File: config.mk
export PLATFORM = sky130hd
export DESIGN_NAME = dbps_top
export DESIGN_NICKNAME = d
export VERILOG_FILES = /design/src/common/dbps_pkg.sv /design/src/dbps_top.sv /design/src/dbps_sync.sv /design/src/dbps_phase.sv
export VERILOG_INCLUDE_DIRS = /design/src /design/src/common
export SDC_FILE = /design/constraint.sdc
export NUM_CORES = 1
export LEC_CHECK = 0
export BUFFER_PORTS_ARGS = -buffer_cell sky130_fd_sc_hd__buf_2
export CORE_MARGIN = 8
export CORE_UTILIZATION = 40
export DETAILED_ROUTE_END_ITERATION = 6
export SLEW_MARGIN = 10
export SYNTH_ARGS = -nofsm -noshare
export SYNTH_HDL_FRONTEND = slang
export SYNTH_SLANG_ARGS = --single-unit
File: constraint.sdc
create_clock -name i_ref_clk -period 3.3 [get_ports i_ref_clk]
set_clock_uncertainty 0.05 [all_clocks]
set_input_delay 0.66 -clock i_ref_clk [delete_from_list [all_inputs] [get_ports i_ref_clk]]
set_output_delay 0.66 -clock i_ref_clk [all_outputs]
set_load 0.05 [all_outputs]
File: src/common/dbps_defs.svh
// Timing constants and the behaviour summary of the dual-phase sequencer.
// Behaviour
// - Switching clock is the selected source divided by two.
// - Channel one pulse starts on clock rise, ends on PWM or max duty.
// - Channel two high side starts on switching clock falling edge.
// - After the high-side pulse ends, high side off and low side on.
// - Valley limit at the edge skips the pulse; low side stays on.
// - Supply lockout holds all four gate drives low.
// - Enable is active high; low shuts down both channels.
// - Rail below lockout threshold disables both channels.
// - Lockout stays latched until rail falls below the release level.
// - Enable high starts channel one only; channel two stays off during channel one soft-start.
// - Leaving lockout with enable high restarts with channel one first.
// - After enable cycling, channel one restarts only once discharged.
// - After lockout, low side stays low until first high-side fall.
// - After soft-stop completes, low side drives are held high.
// - Channel two soft-start begins after channel one soft-start ends.
// - Soft-stop shuts channels down last-on first-off.
// - Low side complements high side, with dead time and off sensing.
// - Reset output low until soft-starts end, outputs good, delay done.
`ifndef DBPS_DEFS_SVH
`define DBPS_DEFS_SVH
`define DBPS_CLK_MHZ        100
`define DBPS_DEAD_NS        30
`define DBPS_DEAD_CYC       ((`DBPS_DEAD_NS * `DBPS_CLK_MHZ + 999) / 1000)
`define DBPS_RST_DELAY_MS   140
`define DBPS_RST_DELAY_CYC  (`DBPS_RST_DELAY_MS * 1000 * `DBPS_CLK_MHZ)
`define DBPS_MAXDUTY_CYC    8
`define DBPS_SS_CYC         4096
`endif

File: src/common/dbps_pkg.sv
// Types shared by the dual-phase sequencer.
package dbps_pkg;
  typedef enum logic [2:0] {
    DBPS_OFF    = 3'b000,
    DBPS_SS1    = 3'b001,
    DBPS_SS2    = 3'b011,
    DBPS_RUN    = 3'b010,
    DBPS_STOP2  = 3'b110,
    DBPS_STOP1  = 3'b111,
    DBPS_PARKED = 3'b101
  } dbps_seq_e;
endpackage : dbps_pkg

File: src/dbps_top.sv
// Dual-phase buck PWM sequencer: clocking, lockout, sequencing, reset output.
`timescale 1ns/1ps
`default_nettype none
`include "dbps_defs.svh"
module dbps_top
  import dbps_pkg::*;
#(
  parameter int PERIOD_CYC    = 500,
  parameter int MAXDUTY_CYC   = `DBPS_MAXDUTY_CYC,
  parameter int SS_CYC        = `DBPS_SS_CYC,
  parameter int RST_DELAY_CYC = `DBPS_RST_DELAY_CYC
) (
  input  wire logic i_ref_clk,
  input  wire logic i_reset_n,
  input  wire logic i_sync_clk,
  input  wire logic i_sync_sel,
  input  wire logic i_enable,
  input  wire logic i_rail_below_lockout,
  input  wire logic i_rail_below_release,
  input  wire logic i_ch1_pwm_end,
  input  wire logic i_ch2_pwm_end,
  input  wire logic i_ch1_valley_limit,
  input  wire logic i_ch2_valley_limit,
  input  wire logic i_ch1_output_good,
  input  wire logic i_ch2_output_good,
  input  wire logic i_ch1_output_discharged,
  input  wire logic i_ch2_output_discharged,
  input  wire logic i_ch1_low_sensed_off,
  input  wire logic i_ch2_low_sensed_off,
  output logic      o_ch1_high_gate_drive,
  output logic      o_ch1_low_gate_drive,
  output logic      o_ch2_high_gate_drive,
  output logic      o_ch2_low_gate_drive,
  output logic      o_reset_out_n,
  output logic      o_ch1_soft_start_ramp,
  output logic      o_ch2_soft_start_ramp,
  output logic      o_supply_lockout,
  output logic      o_sw_clk
);
  localparam int NS = 13;
  logic [NS-1:0] raw_in;
  logic [NS-1:0] syn;
  // Synchronized copies of every pin-level input.
  logic s_sync_clk;
  logic s_sync_sel;
  logic s_en;
  logic s_uv;
  logic s_rel;
  logic s_pe1;
  logic s_pe2;
  logic s_vl1;
  logic s_vl2;
  logic s_og1;
  logic s_og2;
  logic s_dis1;
  logic s_dis2;
  logic s_lso1;
  logic s_lso2;

  // All pin-level indications go through two flops first.
  assign raw_in = {i_sync_clk, i_sync_sel, i_enable, i_rail_below_lockout,
                   i_rail_below_release, i_ch1_pwm_end, i_ch2_pwm_end,
                   i_ch1_valley_limit, i_ch2_valley_limit,
                   i_ch1_output_good, i_ch2_output_good,
                   i_ch1_output_discharged, i_ch2_output_discharged};

  dbps_sync #(.W(NS)) u_sync (
    .i_ref_clk (i_ref_clk),
    .i_reset_n (i_reset_n),
    .i_async   (raw_in),
    .o_sync    (syn)
  );

  dbps_sync #(.W(2)) u_sync_lso (
    .i_ref_clk (i_ref_clk),
    .i_reset_n (i_reset_n),
    .i_async   ({i_ch1_low_sensed_off, i_ch2_low_sensed_off}),
    .o_sync    ({s_lso1, s_lso2})
  );

  assign {s_sync_clk, s_sync_sel, s_en, s_uv, s_rel, s_pe1, s_pe2,
          s_vl1, s_vl2, s_og1, s_og2, s_dis1, s_dis2} = syn;

  // Oscillator source: internal divider or the synchronized external clock.
  // A synchronized external edge replaces the tick when it is selected.
  logic [15:0] osc_cnt_ff;
  logic        ext_d_ff;
  logic        osc_tick;
  logic        ext_tick;
  logic        src_tick;
  logic        half;
  assign half = (osc_cnt_ff == 16'(PERIOD_CYC / 2 - 1));
  assign osc_tick = half;
  assign ext_tick = s_sync_clk && !ext_d_ff;
  assign src_tick = s_sync_sel ? ext_tick : osc_tick;

  // Period counter restarts on every switching clock edge, rise and fall, for max duty.
  logic        sw_ff;
  logic [15:0] per_cnt_ff;
  logic [15:0] half_len_ff;
  logic        rise;
  logic        fall;
  logic        max1;
  logic        max2;
  assign rise = src_tick && !sw_ff;
  assign fall = src_tick && sw_ff;
  // Each high side is cut a fixed count before its own half-period ends.
  // Channel one owns the high half of the switching clock and channel two
  // the low half; the edge that closes a half also ends a running pulse.
  assign max1 = sw_ff && ((per_cnt_ff + 16'(MAXDUTY_CYC)) >= half_len_ff)
                || fall;
  assign max2 = !sw_ff && ((per_cnt_ff + 16'(MAXDUTY_CYC)) >= half_len_ff)
                || rise;

  // Divider, switching clock toggle and the captured length of each half.
  always_ff @(posedge i_ref_clk or negedge i_reset_n)
  begin
    if (!i_reset_n)
    begin
      osc_cnt_ff  <= 16'h0000;
      ext_d_ff    <= 1'b0;
      sw_ff       <= 1'b0;
      per_cnt_ff  <= 16'h0000;
      half_len_ff <= 16'hFFFF;
    end
    else
    begin
      osc_cnt_ff <= half ? 16'h0000 : osc_cnt_ff + 16'h0001;
      ext_d_ff   <= s_sync_clk;
      if (src_tick)
      begin
        sw_ff       <= !sw_ff;
        per_cnt_ff  <= 16'h0000;
        half_len_ff <= per_cnt_ff + 16'h0001;
      end
      else
        per_cnt_ff <= per_cnt_ff + 16'h0001;
    end
  end

  // Lockout latch: set below lockout, cleared only below release level.
  // The trip wins over the release when both are seen in one cycle.
  logic uv_latch_ff;
  always_ff @(posedge i_ref_clk or negedge i_reset_n)
  begin
    if (!i_reset_n)
      uv_latch_ff <= 1'b1;
    else if (s_uv)
      uv_latch_ff <= 1'b1;
    else if (s_rel)
      uv_latch_ff <= 1'b0;
  end
  logic lockout;
  assign lockout = uv_latch_ff || s_uv;

  // Power sequencing state machine with soft-start and soft-stop timers.
  dbps_seq_e   st_ff;
  dbps_seq_e   nxt_st;
  logic [31:0] ss_cnt_ff;
  logic        ss_done;
  logic        was_run_ff;
  // One timer measures every soft-start and soft-stop state.
  assign ss_done = (ss_cnt_ff == 32'(SS_CYC - 1));

  // Next-state decode of the power sequencer.
  always_comb
  begin
    nxt_st = st_ff;
    case (st_ff)
      // Channel one only, and after prior enable use only once discharged.
      DBPS_OFF:    if (s_en && (!was_run_ff || s_dis1))
                     nxt_st = DBPS_SS1;
      DBPS_SS1:    if (!s_en) nxt_st = DBPS_STOP1;
                   else if (ss_done) nxt_st = DBPS_SS2;
      DBPS_SS2:    if (!s_en) nxt_st = DBPS_STOP2;
                   else if (ss_done) nxt_st = DBPS_RUN;
      DBPS_RUN:    if (!s_en) nxt_st = DBPS_STOP2;
      DBPS_STOP2:  if (ss_done) nxt_st = DBPS_STOP1;
      DBPS_STOP1:  if (ss_done) nxt_st = DBPS_PARKED;
      DBPS_PARKED: if (s_en) nxt_st = DBPS_OFF;
      default:     nxt_st = DBPS_OFF;
    endcase
  end

  // Lockout overrides every state and forgets an earlier enable cycle.
  always_ff @(posedge i_ref_clk or negedge i_reset_n)
  begin
    if (!i_reset_n)
    begin
      st_ff      <= DBPS_OFF;
      ss_cnt_ff  <= 32'h0000_0000;
      was_run_ff <= 1'b0;
    end
    else if (lockout)
    begin
      st_ff      <= DBPS_OFF;
      ss_cnt_ff  <= 32'h0000_0000;
      was_run_ff <= 1'b0;
    end
    else
    begin
      st_ff     <= nxt_st;
      ss_cnt_ff <= (nxt_st != st_ff) ? 32'h0000_0000 : ss_cnt_ff + 32'h1;
      if (st_ff == DBPS_PARKED)
        was_run_ff <= 1'b1;
    end
  end

  // Channel run and park decodes; disabled enable shuts both down.
  // Soft-stop keeps a channel switching until its own stop state ends.
  logic run1;
  logic run2;
  logic park;
  assign run1 = s_en && (st_ff == DBPS_SS1 || st_ff == DBPS_SS2 ||
                st_ff == DBPS_RUN) || st_ff == DBPS_STOP2
                || st_ff == DBPS_STOP1;
  assign run2 = (s_en && (st_ff == DBPS_SS2 || st_ff == DBPS_RUN))
                || st_ff == DBPS_STOP2;
  assign park = (st_ff == DBPS_PARKED);

  // Channel one starts on the rising switching edge, two on the falling.
  dbps_phase #(.DEAD_CYC(`DBPS_DEAD_CYC)) u_ph1 (
    .i_ref_clk        (i_ref_clk),
    .i_reset_n        (i_reset_n),
    .i_start          (rise),
    .i_max_duty       (max1),
    .i_pwm_end        (s_pe1),
    .i_valley_limit   (s_vl1),
    .i_run            (run1),
    .i_park_low       (park),
    .i_lockout        (lockout),
    .i_low_sensed_off (s_lso1),
    .o_high_gate      (o_ch1_high_gate_drive),
    .o_low_gate       (o_ch1_low_gate_drive),
    .o_high_fall      ()
  );

  dbps_phase #(.DEAD_CYC(`DBPS_DEAD_CYC)) u_ph2 (
    .i_ref_clk        (i_ref_clk),
    .i_reset_n        (i_reset_n),
    .i_start          (fall),
    .i_max_duty       (max2),
    .i_pwm_end        (s_pe2),
    .i_valley_limit   (s_vl2),
    .i_run            (run2),
    .i_park_low       (park),
    .i_lockout        (lockout),
    .i_low_sensed_off (s_lso2),
    .o_high_gate      (o_ch2_high_gate_drive),
    .o_low_gate       (o_ch2_low_gate_drive),
    .o_high_fall      ()
  );

  // Reset output delay after both soft-starts and both outputs good.
  logic [31:0] rst_cnt_ff;
  logic        rst_ok_ff;
  logic        good;
  // Any loss of regulation or a lockout restarts the whole delay.
  assign good = (st_ff == DBPS_RUN) && s_og1 && s_og2 && !lockout;
  always_ff @(posedge i_ref_clk or negedge i_reset_n)
  begin
    if (!i_reset_n)
    begin
      rst_cnt_ff <= 32'h0000_0000;
      rst_ok_ff  <= 1'b0;
    end
    else if (!good)
    begin
      rst_cnt_ff <= 32'h0000_0000;
      rst_ok_ff  <= 1'b0;
    end
    else if (rst_cnt_ff == 32'(RST_DELAY_CYC - 1))
      rst_ok_ff <= 1'b1;
    else
      rst_cnt_ff <= rst_cnt_ff + 32'h1;
  end

  // Status flops for the observation outputs.
  // They trail the sequencer state and the lockout by one clock.
  logic ss1_ff;
  logic ss2_ff;
  logic lo_ff;
  always_ff @(posedge i_ref_clk or negedge i_reset_n)
  begin
    if (!i_reset_n)
    begin
      ss1_ff <= 1'b0;
      ss2_ff <= 1'b0;
      lo_ff  <= 1'b1;
    end
    else
    begin
      ss1_ff <= (st_ff == DBPS_SS1);
      ss2_ff <= (st_ff == DBPS_SS2);
      lo_ff  <= lockout;
    end
  end

  assign o_reset_out_n         = rst_ok_ff;
  assign o_ch1_soft_start_ramp = ss1_ff;
  assign o_ch2_soft_start_ramp = ss2_ff;
  assign o_supply_lockout      = lo_ff;
  assign o_sw_clk              = sw_ff;
endmodule : dbps_top
`default_nettype wire

File: src/dbps_sync.sv
// Two-flop synchronizer for a vector of asynchronous levels.
`timescale 1ns/1ps
`default_nettype none
module dbps_sync #(
  parameter int W = 1
) (
  input  wire logic         i_ref_clk,
  input  wire logic         i_reset_n,
  input  wire logic [W-1:0] i_async,
  output logic      [W-1:0] o_sync
);
  logic [W-1:0] meta_ff;
  logic [W-1:0] sync_ff;

  // First stage feeds only the second stage.
  always_ff @(posedge i_ref_clk or negedge i_reset_n)
  begin
    if (!i_reset_n)
    begin
      meta_ff <= '0;
      sync_ff <= '0;
    end
    else
    begin
      meta_ff <= i_async;
      sync_ff <= meta_ff;
    end
  end

  assign o_sync = sync_ff;
endmodule : dbps_sync
`default_nettype wire

File: src/dbps_phase.sv
// One channel's pulse timing, skip, and dead-time driver logic.
`timescale 1ns/1ps
`default_nettype none
module dbps_phase #(
  parameter int DEAD_CYC = 3
) (
  input  wire logic i_ref_clk,
  input  wire logic i_reset_n,
  input  wire logic i_start,
  input  wire logic i_max_duty,
  input  wire logic i_pwm_end,
  input  wire logic i_valley_limit,
  input  wire logic i_run,
  input  wire logic i_park_low,
  input  wire logic i_lockout,
  input  wire logic i_low_sensed_off,
  output logic      o_high_gate,
  output logic      o_low_gate,
  output logic      o_high_fall
);
  logic       pulse_ff;
  logic       hi_ff;
  logic       lo_ff;
  logic       hold_low_ff;
  logic [7:0] dead_ff;
  logic       nxt_pulse;
  logic       pulse_on;
  logic       want_low;

  // Pulse starts at the edge unless limited, ends on PWM or max duty.
  assign pulse_on = i_start && i_run && !i_valley_limit;
  assign nxt_pulse = pulse_on ? 1'b1 :
                     ((i_pwm_end || i_max_duty) ? 1'b0 : pulse_ff);
  assign o_high_fall = hi_ff && !(pulse_ff && i_run && !i_lockout);
  // Low side is the complement once the dead time after DH off elapses.
  assign want_low = !pulse_ff && (i_run || i_park_low)
                    && !hold_low_ff && (dead_ff == 8'h00);

  // Pulse flag, gate drives and the post-lockout low-side latch.
  always_ff @(posedge i_ref_clk or negedge i_reset_n)
  begin
    if (!i_reset_n)
    begin
      pulse_ff    <= 1'b0;
      hi_ff       <= 1'b0;
      lo_ff       <= 1'b0;
      hold_low_ff <= 1'b1;
      dead_ff     <= 8'h00;
    end
    else if (i_lockout)
    begin
      pulse_ff    <= 1'b0;
      hi_ff       <= 1'b0;
      lo_ff       <= 1'b0;
      hold_low_ff <= 1'b1;
      dead_ff     <= 8'h00;
    end
    else
    begin
      pulse_ff <= nxt_pulse && i_run;
      // High side waits until the low side reads fully off.
      hi_ff <= pulse_ff && i_run && !lo_ff && i_low_sensed_off;
      if (o_high_fall)
      begin
        hold_low_ff <= 1'b0;
        dead_ff     <= 8'(DEAD_CYC);
      end
      else if (dead_ff != 8'h00)
        dead_ff <= dead_ff - 8'h01;
      lo_ff <= want_low && !hi_ff;
    end
  end

  assign o_high_gate = hi_ff;
  assign o_low_gate  = lo_ff;
endmodule : dbps_phase
`default_nettype wire

==> results of run 1 <==
-- per-layer routing --
metal,wire (um),share of wire,GRT usage
met5,0,0,0
met4,238,0.015,0.0562
met1,7750,0.50,0.175
met3,344,0.022,0.0271
met2,7070,0.46,0.194
-- state kept, by name, summed over array words and instances, names as in the netlist, 12 cells and up --
register	cells
u_sync.o_sync	12
half_len_ff	16
per_cnt_ff	16
u_sync.meta_ff	12
rst_cnt_ff	32
ss_cnt_ff	32
osc_cnt_ff	16
-- synth_stat cells (3+ instances only) --
cell / count
a2111oi_0: 3
a21oi_1: 41
and3_1: 16
and3b_1: 3
and4_1: 5
buf_2: 4
clkbuf_1: 14
dfrtp_1: 155
dfstp_2: 20
ha_1: 24
inv_1: 37
nand2_1: 54
nand2b_1: 8
nand3_1: 53
nand3b_1: 3
nand4_1: 24
nand4b_1: 4
nor2_1: 143
nor3_1: 9
nor3b_1: 5
nor4_1: 10
nor4_2: 4
nor4b_1: 4
o21ai_0: 21
or3_1: 13
xnor2_1: 42
xor2_1: 59
-- metrics by stage --
step,hold slack [ns],setup WS [ns]
final,0.159,0.319
after global placement,0.282,0.407
after global routing,0.214,0.00580
after floorplan,0.281,0.624
after detailed placement,0.285,0.353
after CTS,0.185,0.327
-- worst max-delay path, cell delays in order (launching register included) --
cell and delay, ns:
dfrtp_1 0.41, ha_1 0.23, nand3_1 0.19, nor2_1 0.20
and3_1 0.26, nand3_1 0.11, xnor2_1 0.15, ha_1 0.31
nand4_1 0.10, or2_2 0.32, a21oi_1 0.12, a41oi_1 0.19
nand4_1 0.13, a21boi_0 0.09
-- power breakdown --
group / internal, W / switching (W) / total, W
combinational: 0.000186 / 0.000297 / 0.000483
sequential: 0.00229 / 0.0000909 / 0.00238
clock: 0.00110 / 0.000964 / 0.00206
-- cells by family (layout without fill, tap and decap cells) --
kind of cell,count (synthesis),in the layout
simple gates,376,376
mux,1,1
xor+xnor,101,101
fa+ha+maj,24,24
flops,175,175
compound gates,87,87
buf+inv,59,103
-- final cells by class --
class,instances,area [um2],area share
sequential,175,4400,0.473
multi-input combinational,589,3610,0.387
clock buffer,17,425,0.0457
tap,270,338,0.0363
timing repair buffer,33,206,0.0222
clock inverter,15,186,0.0200
inverter,38,143,0.0153
-- final timing paths --
path,to,cells after the start
max,u_ph2.pulse_ff,13
max in group asynchronous,u_ph1.hold_low_ff,2
min in group i_ref_clk,u_sync.meta_ff[4],1
max reg2reg,u_ph2.pulse_ff,13
min reg2reg,u_sync.o_sync[3],0
min,per_cnt_ff[3],1
==> impl_metrics.tcl, run 1 <==
set metrics [dict create \
    ant_nets 0 \
    synth_top_area_share 0.470 \
    leakage_nw 4.01 \
    setup_viol 0 \
    power.density_nw_per_um2 529 \
    dieArea_um2 25500 \
    yosysUniqueCellTypes 60 \
    end_kind "flop" \
    vias_per_cell 5.02 \
    synth-compound-area-share 0.0615 \
    peakVddDrop_v 0.000354 \
    drt-total-wl_mm 15.4 \
    syn_avg_cell_area_um2 10.0 \
    dp_cells 1105 \
    worst_slew_pin_slew_ns 0.671 \
    grt.total_usage 0.129 \
    cap_violations 0 \
    grt_antenna_before_repair 0 \
    cp-startpoint "per_cnt_ff[3]" \
    nFillCells 1903 \
    drive_gt1_frac 0.114 \
    die_h_um 160 \
    start_util 0.407 \
    rsz0062_at_grt "false" \
    num_rows 52 \
    synth-xor-area-share 0.107 \
    synth_flop_cell "dfrtp_1" \
    finalHoldViolations 0 \
    drt_iter0_markers 310 \
    relSlewSlack 0.552 \
    post-route-util 0.460 \
    finalCritPeriodShare 0.903 \
    grt_first_pass_wirelength_mm 27.4 \
    coreArea_um2 20200 \
    cts_tree "yes" \
    synth_area_um2 8240 \
    root_buffer "clkbuf_16" \
    die_width_um 160 \
    htreeDepth 4 \
    clk_path_buf_depth 2 \
    clock-sinks 175 \
    synthCells 823 \
    synth_nets 864 \
    synth.ff_latch_count 175 \
    tns_ns 0 \
    place_congestion 0.784 \
    yosysTopAreaCell "dfrtp_1" \
    synth-edff-count 0 \
    clk_pin_slew_ns 0.07 \
    grt_start_max_net_pins 70 \
    synth.area.top_cells "dfrtp_1 47%, nor2_1 6.5%, dfstp_2 6.4%" \
    slew_viol_final 0 \
    final_nets 895 \
    dpl.hpwl_mm 10.4 \
    yosysSeqAreaShare 0.534 \
    area_delta_synth_final_pct 12.9 \
    startpoint_type "flop" \
    drc 0 \
    overflow 0 \
    yosys.area_share.simple 0.231 \
    wl_per_cell_um 13.5 \
    fmax_ghz 0.335 \
    yosys_warnings 0 \
    finalPower_w 0.00492 \
    io_buffers 24 \
    crit_fanout 5 \
    clkLatencyLatePin_ns 0.44 \
    placed_area_um2 8700 \
    mostFrequentLayoutCells "155 x dfrtp_1, 143 x nor2_1, 59 x xor2_1" \
    dr.pass1.iters 4 \
    async_flop_share 1.00 \
    ctsResizeCount 0 \
    r2r_start "per_cnt_ff[3]" \
    critPathKind "flop to flop" \
    numCtsBuffers 17 \
    finalNonFillerCells 1137 \
    grt_pass1_vias 5660 \
    synth-adder-area-share 0.0364 \
    worstPathRequired_ns 3.56 \
    r2r_slack_ns 0.32 \
    layout_min_cycle_time_ns 2.98 \
    final_common_cell "dfrtp_1" \
    synth_top_family_by_area "simple AND/OR/NAND/NOR gates" \
    top_level_ports 26 \
    status "complete, no violations" \
    cts_setup_buffers 0 \
    crit_arrival_ns 3.24 \
    ctsHoldBuffers 0 \
    n_antenna_cell 0 \
    vias 5708 \
    hold_path_class "input pin to asynchronous set/reset pin" \
    final_cell_area_um2 9310 \
    synth_mux_area_frac 0.00121 \
]
Power figures use the tool's default switching activity.
==> run 2: changes to the inputs <==
CELL_PAD_IN_SITES_DETAIL_PLACEMENT = 1   (was default)
CELL_PAD_IN_SITES_GLOBAL_PLACEMENT = 1   (was default)
PLACE_DENSITY_LB_ADDON = 0.1   (was default)
==> run 2 against run 1 <==
Register-to-register slack improved by 0.03 ns; worst hold slack improved by 0.029 ns; clock power rose by 4%; non-clock buffer count fell by 1; cell count barely moved; flip-flop and latch count did not move; global-route usage rose by 2.2 points; die area did not move; critical endpoint unchanged.
==> impl_metrics.tcl, run 2 (synthesis gave the netlist of run 1 again) <==
set metrics [dict create \
    status "complete, no violations" \
    rr_worst_depth 13 \
    r2r_slack_ns 0.35 \
    place_congestion 0.775 \
    clk_path_buf_depth 2 \
    crit_fanout 5 \
    die_h_um 160 \
    final_common_cell "dfrtp_1" \
    cts_tree "yes" \
    pre_cts_ws_ns 0.243 \
    crit_arrival_ns 3.20 \
    drive_gt1_frac 0.117 \
    die_width_um 160 \
    comb_power_share 0.098 \
    power.density_nw_per_um2 538 \
    ant_nets 0 \
    htreeDepth 4 \
    io_buffers 24 \
    n_antenna_cell 0 \
    mostFrequentLayoutCells "155 x dfrtp_1, 142 x nor2_1, 59 x xor2_1" \
    regToRegEndpoint "u_ph2.pulse_ff" \
    relSlewSlack 0.521 \
    clock-sinks 175 \
    drt-total-wl_mm 18.2 \
    top_level_ports 26 \
    wl_per_cell_um 16.0 \
    clockPowerShare 0.426 \
    r2r_start "per_cnt_ff[3]" \
    setup_viol 0 \
    p_int_w 0.00370 \
    setup_ws_ns 0.352 \
    grt_start_max_net_pins 71 \
    leakage_nw 4.01 \
    slew_viol_final 0 \
    cap_violations 0 \
    ctsHoldBuffers 0 \
    grt.total_usage 0.151 \
    grt_first_pass_wirelength_mm 32.4 \
    cts_setup_buffers 0 \
    post-route-util 0.460 \
    worst_slew_pin_slew_ns 0.717 \
    whs_ns 0.188 \
    numCtsBuffers 17 \
    cp-startpoint "per_cnt_ff[3]" \
    rsz0062_at_grt "false" \
    coreArea_um2 20200 \
    worstPathRequired_ns 3.55 \
    grt_antenna_before_repair 0 \
    drt_iter0_markers 240 \
    root_buffer "clkbuf_16" \
    startpoint_type "flop" \
    end_kind "flop" \
    layout_min_cycle_time_ns 2.95 \
    dpl.hpwl_mm 12.7 \
    area_delta_synth_final_pct 13.0 \
    start_util 0.407 \
    finalHoldViolations 0 \
    final_cell_area_um2 9320 \
    drc 0 \
    path_cells "ha_1 -> nand3_2 -> nor2_2 -> and3_2 -> nand3_1 -> xnor2_1 -> ha_1 -> nand4_1 -> or2_2 -> a21oi_1 -> a41oi_1 -> nand4_1 -> a21boi_0" \
    critPathKind "flop to flop" \
    endpoint "u_ph2.pulse_ff" \
    clkLatencyLatePin_ns 0.43 \
    final_nets 894 \
    grt_pass1_vias 6575 \
    num_rows 52 \
    ctsResizeCount 0 \
    hold_path_class "input pin to asynchronous set/reset pin" \
    fmax_ghz 0.339 \
    clk_pin_slew_ns 0.07 \
    dieArea_um2 25500 \
    tns_ns 0 \
    dr.pass1.iters 4 \
    peakVddDrop_v 0.000309 \
    power.share.switching 0.261 \
    cpPeakStageDelay_ns 0.42 \
    vias 5960 \
    placed_area_um2 8690 \
    seqPwrFrac 0.476 \
    net-switching-power_w 0.00131 \
    crit_slowest_cell "dfrtp_1" \
    reg_top3 "rst_cnt_ff: 32 flops, ss_cnt_ff: 32 flops" \
    vias_per_cell 5.25 \
    finalCritPeriodShare 0.893 \
    overflow 0 \
]
## run 2: cell types whose count changed in the layout (fill, tap and decap cells not counted), moves of 2 or more
cell        previous run  this run
clkinv_2               0         2
inv_6                  5         3
clkinv_8               3         0
clkinvlp_4             1         3
inv_8                  5         2
bufinv_16              1         3
## run 2: how the worst min path moves through the flow
stage,slack (ns),depth (start not counted),end
final,0.19,1,u_ph2.dead_ff[5]
after global routing,0.24,1,u_ph2.dead_ff[5]
after CTS,0.20,1,u_sync.o_sync[7]
after detailed placement,0.29,0,u_sync_lso.o_sync[0]
after global placement,0.28,0,u_sync_lso.o_sync[1]
after floorplan,0.28,0,u_sync.o_sync[10]
## run 2: layer usage
metal	vias up	wire length [um]	part of all wire	track usage
li1	2873	-	-	-
met1	3022	8790	0.48	0.196
met2	44	8840	0.49	0.251
met3	21	348	0.019	0.0305
met4	0	239	0.013	0.0416
met5	-	0	0	0
## run 2: layout make-up
class	count	area, um2
inverters	38	143
clock inverters	14	180
multi-input cells	589	3610
repair buffers	32	199
flip-flops and latches	175	4400
fillers	2261	10900
well taps	270	338
clock buffers	18	439
## run 2: worst max-delay path: cells and delay by family, from the launching register on
kind                       cells  cell delay (ns)
DFF                            1             0.42
xor gates and xnor gates       1             0.15
and+or+nand+nor                7             1.27
AOI/OAI and AO/OA              3             0.38
adders and majority gates      2             0.57
## run 2: through the flow
stage	power, W	instances
floorplan	0.00273	823
global placement	0.00289	1104
detailed placement	0.00292	1104
CTS	0.00509	1136
global route	0.00528	1136
finish	0.00501	1136
## run 2: power by group through the flow
stage,registers [W],clock network [W],logic [W]
floorplan,0.00242,0,0.000316
global placement,0.00242,0,0.000476
detailed placement,0.00242,0,0.000492
CTS,0.00239,0.00220,0.000504
global route,0.00240,0.00229,0.000585
finish,0.00238,0.00214,0.000494
